--- src/rx_buf_pkg.sv ---
// Constants shared by the receive buffer and status block.
// Assumes a frame assembler outside delivers complete frames and start-bit pulses.
// How it works
// With nine-bit characters software reads the ninth bit before the data byte.
// A data read pops the FIFO so shown status follows the next entry.
// Software reads status before data, since status belongs to the head entry.
// Receive-complete reads one while any unread entry is stored, else zero.
// Clearing receiver enable flushes the FIFO and drops receive-complete.
// Interrupt request is a level while receive-complete and its enable are one.
// Frame, overrun and parity errors travel inside the entry of their frame.
// Software writes cannot change error flags; software writes zeros there anyway.
// Error flags never raise an interrupt request.
// Frame error is one when the first stop bit sampled zero.
// Only the first stop bit is judged, whatever the stop bit count.
// Overrun when FIFO full, a frame waits, and a new start bit appears.
// Overrun clears when a frame moves successfully into the FIFO.
// Parity checked only when enabled; type bit picks odd or even.
// Stored parity error needs a mismatch and checking enabled at reception.
// Parity error reads zero when checking is off; valid until entry read. The code shows the stored bit without gating it by the current enable.
// Disabling the receiver acts at once, drops frames, releases the pin.
// Software empties the FIFO by reading data until receive-complete is zero.
// On the first stop bit the shift register moves into the FIFO.
// Unused upper data bits read zero for characters under eight bits.
// Enabling the receiver takes the pin over as serial input.
// Parity type zero is even, one is odd.
// A flush in the same cycle as a data read wins, FIFO left empty.
package rx_buf_pkg;
   localparam int FIFO_DEPTH = 2;
   localparam int DATA_W = 9;
   // Character size selector codes
   localparam logic [2:0] CSZ_5 = 3'h0;
   localparam logic [2:0] CSZ_6 = 3'h1;
   localparam logic [2:0] CSZ_7 = 3'h2;
   localparam logic [2:0] CSZ_8 = 3'h3;
   localparam logic [2:0] CSZ_9 = 3'h7;
   // Entry layout: data[8:0], frame error, overrun, parity error
   localparam int ENT_W = 12;
   localparam int ENT_FRAME_ERR = 9;
   localparam int ENT_OVERRUN = 10;
   localparam int ENT_PAR_ERR = 11;
   localparam logic [ENT_W-1:0] ENT_RST = 12'h000;
endpackage

--- src/rx_fifo_mem.sv ---
// Small storage of receive entries with registered read data.
// Assumes the owner keeps pointers and never writes beyond depth.
`timescale 1ns/100ps
`default_nettype none
module rx_fifo_mem #(
   parameter int WIDTH = 12,
   parameter int DEPTH = 2,
   parameter int AW = 1
) (
   input wire logic clock_i,
   input wire logic srst_i,
   input wire logic wr_en_i,
   input wire logic [AW-1:0] wr_addr_i,
   input wire logic [WIDTH-1:0] wr_data_i,
   input wire logic [AW-1:0] rd_addr_i,
   output logic [WIDTH-1:0] rd_data_o
);
   logic [WIDTH-1:0] mem_r [DEPTH];

   always_ff @(posedge clock_i) begin
      if (wr_en_i) begin
         mem_r[wr_addr_i] <= wr_data_i;
      end
   end

   // Read port sees the write of the same edge through the next cycle
   always_ff @(posedge clock_i) begin
      if (srst_i) begin
         rd_data_o <= '0;
      end else begin
         rd_data_o <= (wr_en_i && wr_addr_i == rd_addr_i) ? wr_data_i : mem_r[rd_addr_i];
      end
   end
endmodule // rx_fifo_mem
`default_nettype wire

--- src/rx_buf_status.sv ---
// Receive FIFO, status flags, parity check and enable handling of a serial port.
// Assumes an outside frame assembler gives frame_valid_i pulses and start_det_i pulses.
`timescale 1ns/100ps
`default_nettype none
module rx_buf_status #(
   parameter int DEPTH = rx_buf_pkg::FIFO_DEPTH
) (
   input wire logic clock_i,
   input wire logic srst_i,
   // Configuration
   input wire logic rx_enable_bit_i,
   input wire logic rx_complete_irq_en_i,
   input wire logic [2:0] char_size_sel_i,
   input wire logic stop_bits_sel_i,
   input wire logic parity_enable_bit_i,
   input wire logic parity_odd_sel_i,
   // Frame from the assembler
   input wire logic frame_valid_i,
   input wire logic [8:0] frame_data_i,
   input wire logic frame_parity_i,
   input wire logic frame_stop1_i,
   input wire logic start_det_i,
   // Raw pin
   input wire logic rx_pin_i,
   // Software access
   input wire logic data_rd_i,
   // Outputs
   output logic [7:0] serial_data_o,
   output logic rx_ninth_bit_o,
   output logic frame_err_flag_o,
   output logic overrun_flag_o,
   output logic parity_err_flag_o,
   output logic rx_complete_flag_o,
   output logic rx_irq_o,
   output logic rx_serial_o,
   output logic rx_pin_owned_o,
   output logic frame_abort_o
);
   localparam int AW = (DEPTH > 1) ? $clog2(DEPTH) : 1;
   localparam int CW = $clog2(DEPTH + 1);
   localparam int EW = rx_buf_pkg::ENT_W;

   ////////////////////////////////////////////////////////////////////////////
   // Pin synchroniser: three flops, change taken when last two agree
   logic [2:0] pin_sync_r;
   logic pin_level_r;
   always_ff @(posedge clock_i) begin
      if (srst_i) begin
         pin_sync_r <= 3'h7;
         pin_level_r <= 1'b1;
      end else begin
         pin_sync_r <= {pin_sync_r[1:0], rx_pin_i};
         if (pin_sync_r[2] == pin_sync_r[1]) begin
            pin_level_r <= pin_sync_r[2];
         end
      end
   end

   ////////////////////////////////////////////////////////////////////////////
   // Enable gating and frame capture
   logic en_r;
   logic flush;
   logic frame_ok;
   logic start_ok;
   assign flush = !rx_enable_bit_i; // see R5
   assign frame_ok = frame_valid_i && rx_enable_bit_i;
   assign start_ok = start_det_i && rx_enable_bit_i;

   // Character data masked to size, upper bits forced to zero
   logic [8:0] size_mask;
   assign size_mask = (char_size_sel_i == rx_buf_pkg::CSZ_5) ? 9'h01F :
                      (char_size_sel_i == rx_buf_pkg::CSZ_6) ? 9'h03F :
                      (char_size_sel_i == rx_buf_pkg::CSZ_7) ? 9'h07F :
                      (char_size_sel_i == rx_buf_pkg::CSZ_9) ? 9'h1FF : 9'h0FF;
   logic [8:0] data_masked;
   assign data_masked = frame_data_i & size_mask;

   // Parity over data bits; zero type is even, one is odd
   logic par_calc;
   logic par_err;
   assign par_calc = (^data_masked) ^ parity_odd_sel_i;
   assign par_err = parity_enable_bit_i && (par_calc != frame_parity_i); // see R14 see R15

   // Stop bit count has no bearing: only the first stop bit is examined
   logic frame_err;
   assign frame_err = !frame_stop1_i; // see R10

   ////////////////////////////////////////////////////////////////////////////
   // FIFO pointers and count
   logic [AW-1:0] wr_ptr_r;
   logic [AW-1:0] rd_ptr_r;
   logic [CW-1:0] count_r;
   logic full;
   logic empty;
   assign full = (count_r == CW'(DEPTH));
   assign empty = (count_r == '0);

   // Shift register hold: a completed frame waiting while FIFO is full
   logic hold_valid_r;
   logic [EW-1:0] hold_ent_r;
   logic ovr_pend_r;

   logic pop;
   assign pop = data_rd_i && !empty && !flush; // see R2

   logic [EW-1:0] new_ent;
   assign new_ent = {par_err, 1'b0, frame_err, data_masked};

   // Push either the waiting frame or the fresh one, waiting frame first
   logic space;
   logic push;
   logic [EW-1:0] push_ent;
   assign space = !full || pop;
   assign push = !flush && space && (hold_valid_r || frame_ok);
   assign push_ent = hold_valid_r ? hold_ent_r : new_ent;

   // Overrun: FIFO full, a frame waiting, and another start bit arrives
   logic overrun_evt;
   assign overrun_evt = start_ok && full && !pop && hold_valid_r;

   logic [EW-1:0] push_ent_ovr;
   assign push_ent_ovr = push_ent | (ovr_pend_r ? EW'(1) << rx_buf_pkg::ENT_OVERRUN : '0);

   logic [AW-1:0] wr_ptr_nxt;
   logic [AW-1:0] rd_ptr_nxt;
   assign wr_ptr_nxt = (wr_ptr_r == AW'(DEPTH - 1)) ? '0 : wr_ptr_r + 1'b1;
   assign rd_ptr_nxt = (rd_ptr_r == AW'(DEPTH - 1)) ? '0 : rd_ptr_r + 1'b1;

   always_ff @(posedge clock_i) begin
      if (srst_i || flush) begin
         wr_ptr_r <= '0;
         rd_ptr_r <= '0;
         count_r <= '0;
      end else begin
         if (push) begin
            wr_ptr_r <= wr_ptr_nxt;
         end
         if (pop) begin
            rd_ptr_r <= rd_ptr_nxt;
         end
         if (push && !pop) begin
            count_r <= count_r + 1'b1;
         end else if (pop && !push) begin
            count_r <= count_r - 1'b1;
         end
      end
   end

   // Frame arriving while full and none waiting goes into the shift register hold
   logic hold_load;
   assign hold_load = frame_ok && !space && !hold_valid_r;
   logic hold_next_new;
   assign hold_next_new = frame_ok && hold_valid_r && space;

   always_ff @(posedge clock_i) begin
      if (srst_i || flush) begin
         hold_valid_r <= 1'b0;
         hold_ent_r <= rx_buf_pkg::ENT_RST;
         ovr_pend_r <= 1'b0;
      end else begin
         if (hold_load || hold_next_new) begin
            hold_valid_r <= 1'b1;
            hold_ent_r <= new_ent;
         end else if (overrun_evt) begin
            hold_valid_r <= 1'b0; // Waiting character is lost
         end else if (push && hold_valid_r) begin
            hold_valid_r <= 1'b0;
         end
         // Set wins over the clear when both land together
         if (overrun_evt) begin
            ovr_pend_r <= 1'b1;
         end else if (push) begin
            ovr_pend_r <= 1'b0;
         end
      end
   end

   ////////////////////////////////////////////////////////////////////////////
   // Storage
   logic [EW-1:0] head_ent;
   logic [AW-1:0] rd_addr;
   assign rd_addr = pop ? rd_ptr_nxt : rd_ptr_r;

   rx_fifo_mem #(
      .WIDTH(EW),
      .DEPTH(DEPTH),
      .AW(AW)
   ) u_mem (
      .clock_i(clock_i),
      .srst_i(srst_i),
      .wr_en_i(push),
      .wr_addr_i(wr_ptr_r),
      .wr_data_i(push_ent_ovr),
      .rd_addr_i(rd_addr),
      .rd_data_o(head_ent)
   );

   ////////////////////////////////////////////////////////////////////////////
   // Registered outputs; status shows the head entry, zero when empty
   logic nonempty_nxt;
   assign nonempty_nxt = !flush && ((count_r + (push ? 1'b1 : 1'b0) - (pop ? 1'b1 : 1'b0)) != '0);

   logic valid_r;
   always_ff @(posedge clock_i) begin
      if (srst_i) begin
         valid_r <= 1'b0;
         rx_complete_flag_o <= 1'b0;
         rx_irq_o <= 1'b0;
         en_r <= 1'b0;
         rx_serial_o <= 1'b1;
         rx_pin_owned_o <= 1'b0;
         frame_abort_o <= 1'b0;
      end else begin
         valid_r <= nonempty_nxt;
         rx_complete_flag_o <= nonempty_nxt; // see R4
         // Error flags deliberately absent from the request term
         rx_irq_o <= nonempty_nxt && rx_complete_irq_en_i; // see R6
         en_r <= rx_enable_bit_i;
         rx_pin_owned_o <= rx_enable_bit_i; // see R21
         rx_serial_o <= rx_enable_bit_i ? pin_level_r : 1'b1;
         frame_abort_o <= en_r && !rx_enable_bit_i;
      end
   end

   // No write path exists to the error flags: they come only from the entry
   assign serial_data_o = valid_r ? head_ent[7:0] : 8'h00;
   assign rx_ninth_bit_o = valid_r && head_ent[8];
   assign frame_err_flag_o = valid_r && head_ent[rx_buf_pkg::ENT_FRAME_ERR]; // see R8
   assign overrun_flag_o = valid_r && head_ent[rx_buf_pkg::ENT_OVERRUN];
   assign parity_err_flag_o = valid_r && head_ent[rx_buf_pkg::ENT_PAR_ERR]; // see R8

   logic unused_ok;
   assign unused_ok = stop_bits_sel_i;
endmodule // rx_buf_status
`default_nettype wire

--- config.mk ---
export PLATFORM = sky130hd
export DESIGN_NAME = rx_buf_status
export DESIGN_NICKNAME = d
export VERILOG_FILES = /design/src/rx_buf_pkg.sv /design/src/rx_fifo_mem.sv /design/src/rx_buf_status.sv
export SDC_FILE = /design/constraint.sdc
export NUM_CORES = 1
export LEC_CHECK = 0
export BUFFER_PORTS_ARGS = -buffer_cell sky130_fd_sc_hd__buf_4
export CAP_MARGIN = 20
export CORE_UTILIZATION = 56
export CTS_BUF_LIST = sky130_fd_sc_hd__clkbuf_16
export DETAILED_ROUTE_END_ITERATION = 8
export PLACE_DENSITY = 0.83
export SYNTH_ARGS = -nofsm -noshare
export SYNTH_HDL_FRONTEND = slang
export SYNTH_SLANG_ARGS = --single-unit
--- constraint.sdc ---
create_clock -name clock_i -period 3.1 [get_ports clock_i]
set_clock_uncertainty 0.1 [all_clocks]
set_input_delay 0.62 -clock clock_i [delete_from_list [all_inputs] [get_ports clock_i]]
set_output_delay 0.62 -clock clock_i [all_outputs]
set_load 0.05 [all_outputs]
==> reports/metrics.yaml, run 1 <==
status: "finished clean"
initial_utilization_pct: 59.83
finalSetupViolations: 0
cp_max_fo: 3
port_buffers: 40
whs_ps: 346.3
mostFrequentLayoutCell: "buf_4"
synth_ff_type: "dfxtp_1"
grt_pass1_wl_microns: 8273
clock_power_share_pct: 44.4
hold_path.class: "flip-flop to flip-flop"
fin_util_pct: 74.27
place_congestion: 0.8330
die_h_microns: 70.91
cts_buffers: 9
p_seq_share_pct: 45.0
antennaDiodeCount: 0
swShare_pct: 22.00
drv_cap: 0
post_cts_buffers: 0
drcViolationCount: 0
ir_worst_vdd_mv: 0.4667
finalCriticalPeriod_ps: 2261
placed_cells: 322
numClockSinks: 62
wl_microns: 4997
cts_tree: "yes"
detailedPlacementHpwl_microns: 3361
p_comb_share_pct: 10.6
final_cell_mix: "buf_4 (48), dfxtp_1 (38), edfxtp_1 (24)"
end_kind: "flip-flop"
yosysWarnings: 0
track_usage_pct: 22.47
synthCells: 236
setup_ws_ps: 838.7
drt.antenna.violating_nets: 0
p_sw_uw: 436.4
crit_required_ps: 3200
max_freq_mhz: 442.2
critPathKind: "input port to flip-flop"
synth_area_sq_um: 2659
drt-vias-per-instance: 5.393
dieArea_sq_um: 5028
place_ws_ps: 528.1
die_w_microns: 70.91
syn_to_final_growth_pct: 24.14
tns_ps: 0
synth_edf_count: 24
ios: 42
wire_per_inst_microns: 14.78
power_density_nw_per_um2: 601.0
cp-start-kind: "input port"
multi_input_area_sq_um: 1101
clkLatencyLatePin_ps: 320
final_max_slew_viol_count: 0
ys_ff_latch: 62
clock_path_buffers: 2
coreArea_sq_um: 4444
power_leakage_uw: 0.001312
grt_max_degree: 24
antenna_found_initial: 0
clockRootBuffer: "clkbuf_16"
hold_viol: 0
ys_types: 41
clk_pin_slew_ps: 50
htree_levels: 3
grt_overflow: 0
async_flop_share_pct: 0
fin_crit_sh_pct: 72.94
rsz0062_at_grt: "false"
drive_gt1_share_pct: 26.57
yosysSeqAreaShare_pct: 55.72
vias: 1823
nNetsFinal: 309
drt_iter0_drc: 123
core.rowCount: 24
final_cells: 338
cts_resized: 0
syn-num-nets: 264
seq_area_sq_um: 1481
max-slew-margin-rel_pct: 56.51
worstPathArrival_ps: 2360
worst_pin_slew_ps: 652.3
drtPass1Iterations: 6
grt_pass1_vias: 1751
nFillCells: 303
hold_buffers: 0
syn_avg_cell_area_sq_um: 11.27
cell_internal_pwr_uw: 1547
==> state kept, by name, summed over array words and instances (netlist names) <==
signal           cells
u_mem.mem_r         24
u_mem.rd_data_o     12
hold_ent_r          11
pin_sync_r           3
count_r              2
en_r                 1
frame_abort_o        1
hold_valid_r         1
ovr_pend_r           1
pin_level_r          1
rd_ptr_r             1
rx_irq_o             1
rx_serial_o          1
valid_r              1
wr_ptr_r             1
==> worst max-delay path: stages <==
cell	delay, ps
buf_4	120
xnor2_1	240
xnor3_1	450
xnor3_1	200
xor2_1	170
a22o_1	260
o31a_1	300
==> logic make-up (layout without fill, tap and decap cells) <==
family	after synthesis	after routing	synth area share, %
adder cells (fa/ha/maj)	3	3	1.412
AO/OA/AOI/OAI	31	31	8.471
multiplexers	21	21	8.330
buffers and inverters	19	69	2.870
flip-flops	62	62	55.72
AND/OR/NAND/NOR	86	86	16.75
XOR/XNOR	14	14	6.447
==> stage by stage <==
step                cell area, sq um  total power (uW)
floorplan                       2659              1043
global route                    3301              2057
detailed placement              3027              1114
global placement                3027              1108
CTS                             3301              1997
finish                          3301              1984
==> layout make-up <==
cell class                      count  share of cell area (%)
Sequential cell                    62                   44.88
Multi-Input combinational cell    155                   33.36
Timing Repair Buffer               48                   10.92
Clock buffer                       10                   7.581
Tap cell                           52                   1.971
Clock inverter                      6                  0.7202
Inverter                            5                  0.5686
==> final timing paths <==
check             cells after the start  slack (ps)                   to             from
setup / recovery                      7         840  u_mem.rd_data_o[11]  frame_data_i[4]
hold / removal                        1         350        pin_sync_r[1]    pin_sync_r[0]
setup reg to reg                     10         910             rx_irq_o       count_r[0]
hold reg to reg                       1         350        pin_sync_r[1]    pin_sync_r[0]
==> power groups by stage <==
stage / Combinational, uW / Sequential, uW / Clock (uW)
final: 210 / 893 / 881
after global routing: 227 / 895 / 935
after CTS: 210 / 893 / 895
after detailed placement: 206 / 908 / 0
after global placement: 201 / 906 / 0
after floorplan: 130 / 912 / 0
==> metal layers <==
metal	track usage [%]	routed length, microns	share of wire [%]
met4	8.000	57	1.1
met1	28.05	2201	44
met3	8.262	288	5.8
met2	36.11	2449	49
met5	0	0	0
==> Yosys cell counts (5+ instances only) <==
master / count / area (sq um)
edfxtp_1: 24 / 720.7
xnor2_1: 6 / 52.55
a211oi_1: 11 / 82.58
mux2_2: 9 / 101.4
nand2b_1: 5 / 31.28
nor2b_1: 10 / 62.56
nor2_1: 21 / 78.83
clkbuf_1: 9 / 33.78
nor3_1: 20 / 100.1
nand2_1: 7 / 26.28
and2_1: 15 / 93.84
dfxtp_1: 38 / 760.7
mux2i_1: 12 / 120.1
(Power assumes the default switching activity.)
==> run 2: changes to the inputs <==
clock period = 2.4 ns   (was 3.1 ns; I/O delays follow)
==> run 2 against run 1 <==
- global-route usage is 1.0 points higher
- die area stayed put
- final cell count grew 0.89%
- utilization up 1.7 points
- worst hold slack worse by 100 ps
- first-iteration DRC count fell by 8.9%
- routed wire length increased by 5.1%
- register-to-register slack got worse by 720 ps
- sequential share of layout area decreased by 0.98 points
- sequential power is 29% higher
- critical path depth grew 1
- critical endpoint is now count_r[1]
==> reports/metrics.yaml, run 2 (synthesis results as in run 1) <==
power_leakage_uw: 0.001344
p_seq_share_pct: 41.0
reg2reg_slack_ps: 190
drt-vias-per-instance: 5.507
detailedPlacementHpwl_microns: 3509
cts_tree: "yes"
hold_buffers: 0
critPathKind: "flip-flop to flip-flop"
final_max_slew_viol_count: 0
nNetsFinal: 312
p_comb_share_pct: 9.6
coreArea_sq_um: 4444
grt_pass1_vias: 1810
clock_path_buffers: 2
place_congestion: 0.7747
vias: 1878
antenna_found_initial: 0
port_buffers: 40
power_density_nw_per_um2: 832.2
top_register: "u_mem.mem_r"
clk_pin_slew_ps: 50
drtPass1Iterations: 6
hold_viol: 0
crit_required_ps: 2550
max_freq_mhz: 452.7
max-slew-margin-rel_pct: 68.58
worst_pin_slew_ps: 467.4
final_cell_mix: "buf_4 (51), dfxtp_1 (37), edfxtp_1 (24)"
dieArea_sq_um: 5028
finalSetupViolations: 0
mostFrequentLayoutCell: "buf_4"
finalCriticalPeriod_ps: 2209
total_power_uw: 2810
antennaDiodeCount: 0
cell_internal_pwr_uw: 2220
clkLatencyLatePin_ps: 320
htree_levels: 3
die_w_microns: 70.91
slowest_delay_ps: 430
tns_ps: 0
swShare_pct: 21.02
track_usage_pct: 23.50
grt_overflow: 0
drt_iter0_drc: 112
ir_worst_vdd_mv: 0.6034
fin_crit_sh_pct: 92.04
hold_start: "rx_pin_i"
end_kind: "flip-flop"
grt_max_degree: 19
r2r_start: "count_r[1]"
wl_microns: 5252
p_sw_uw: 590.6
crit_start: "count_r[1]"
worstPathArrival_ps: 2360
drive_gt1_share_pct: 28.37
largestRegisters: "u_mem.mem_r x24, u_mem.rd_data_o x12, hold_ent_r x11"
core.rowCount: 24
crit_chain: "nand2b_1 > o221ai_1 > buf_4 > inv_2 > ha_1 > xor2_1 > or3_1 > a21oi_1"
status: "finished clean"
die_h_microns: 70.91
cp_max_fo: 13
fin_area_sq_um: 3377
numClockSinks: 62
ios: 42
clockRootBuffer: "clkbuf_16"
cts_buffers: 9
clock_power_share_pct: 49.3
rsz0062_at_grt: "false"
grt_pass1_wl_microns: 8687
placed_area_sq_um: 3049
syn_to_final_growth_pct: 27.01
cpMaxStageDelayCell: "dfxtp_1"
cp-start-kind: "flip-flop"
drcViolationCount: 0
wire_per_inst_microns: 15.40
initial_utilization_pct: 59.83
drv_cap: 0
hold_path.class: "input port to flip-flop"
largest_register_ffs: 24
drt.antenna.violating_nets: 0
==> run 2: through the flow <==
stage	worst slack, ps	cells	hold slack (ps)	util (%)
after floorplan	24.23	236	289.5	-
after global placement	89.12	325	292.4	68.61
after detailed placement	66.22	325	310.5	68.61
after CTS	132.7	341	234.1	75.96
after global routing	30.20	341	237.3	75.99
final	191.1	341	241.7	75.99
==> run 2: layer usage <==
metal | vias to the layer above | GRT usage, % | routed length (microns)
li1 | 928 | - | -
met1 | 886 | 28.30 | 2244
met2 | 54 | 39.21 | 2629
met3 | 10 | 6.838 | 273
met4 | 0 | 10.67 | 104
met5 | - | 0 | 0
==> run 2: layout make-up <==
class | count | area [sq um]
Inverter | 5 | 18.77
Tap cell | 52 | 65.06
Multi-Input combinational cell | 155 | 1101
Timing Repair Buffer | 51 | 382.9
Clock buffer | 10 | 250.2
Fill cell | 286 | 1067
Clock inverter | 6 | 76.32
Sequential cell | 62 | 1483
==> run 2: worst paths after layout <==
| kind | to | cells past startpoint |
|---|---|---|
| worst max-delay path | count_r[1] | 8 |
| worst min-delay path | pin_sync_r[0] | 2 |
| worst max register to register | count_r[1] | 8 |
| worst min register to register | pin_sync_r[1] | 1 |
==> run 2: power by group through the flow <==
stage / registers, uW / clock network, uW / logic (uW)
after floorplan: 1180 / 0 / 168
after global placement: 1170 / 0 / 261
after detailed placement: 1170 / 0 / 268
after CTS: 1150 / 1400 / 272
after global routing: 1160 / 1450 / 293
final: 1150 / 1390 / 271
==> run 2: worst max-delay path, delay by kind of cell (launching register included) <==
kind                     cells  cell delay [ps]
buffers and inverters        2              350
AND/OR/NAND/NOR              2              450
AO/OA/AOI/OAI                2              430
XOR/XNOR                     1              160
adder cells (fa/ha/maj)      1              230
flip-flops                   1              430
==> run 2: timing repair <==
action,in CTS,in global routing
setup endpoints to repair,0,1
buffers inserted,0,0
resized for setup,0,1
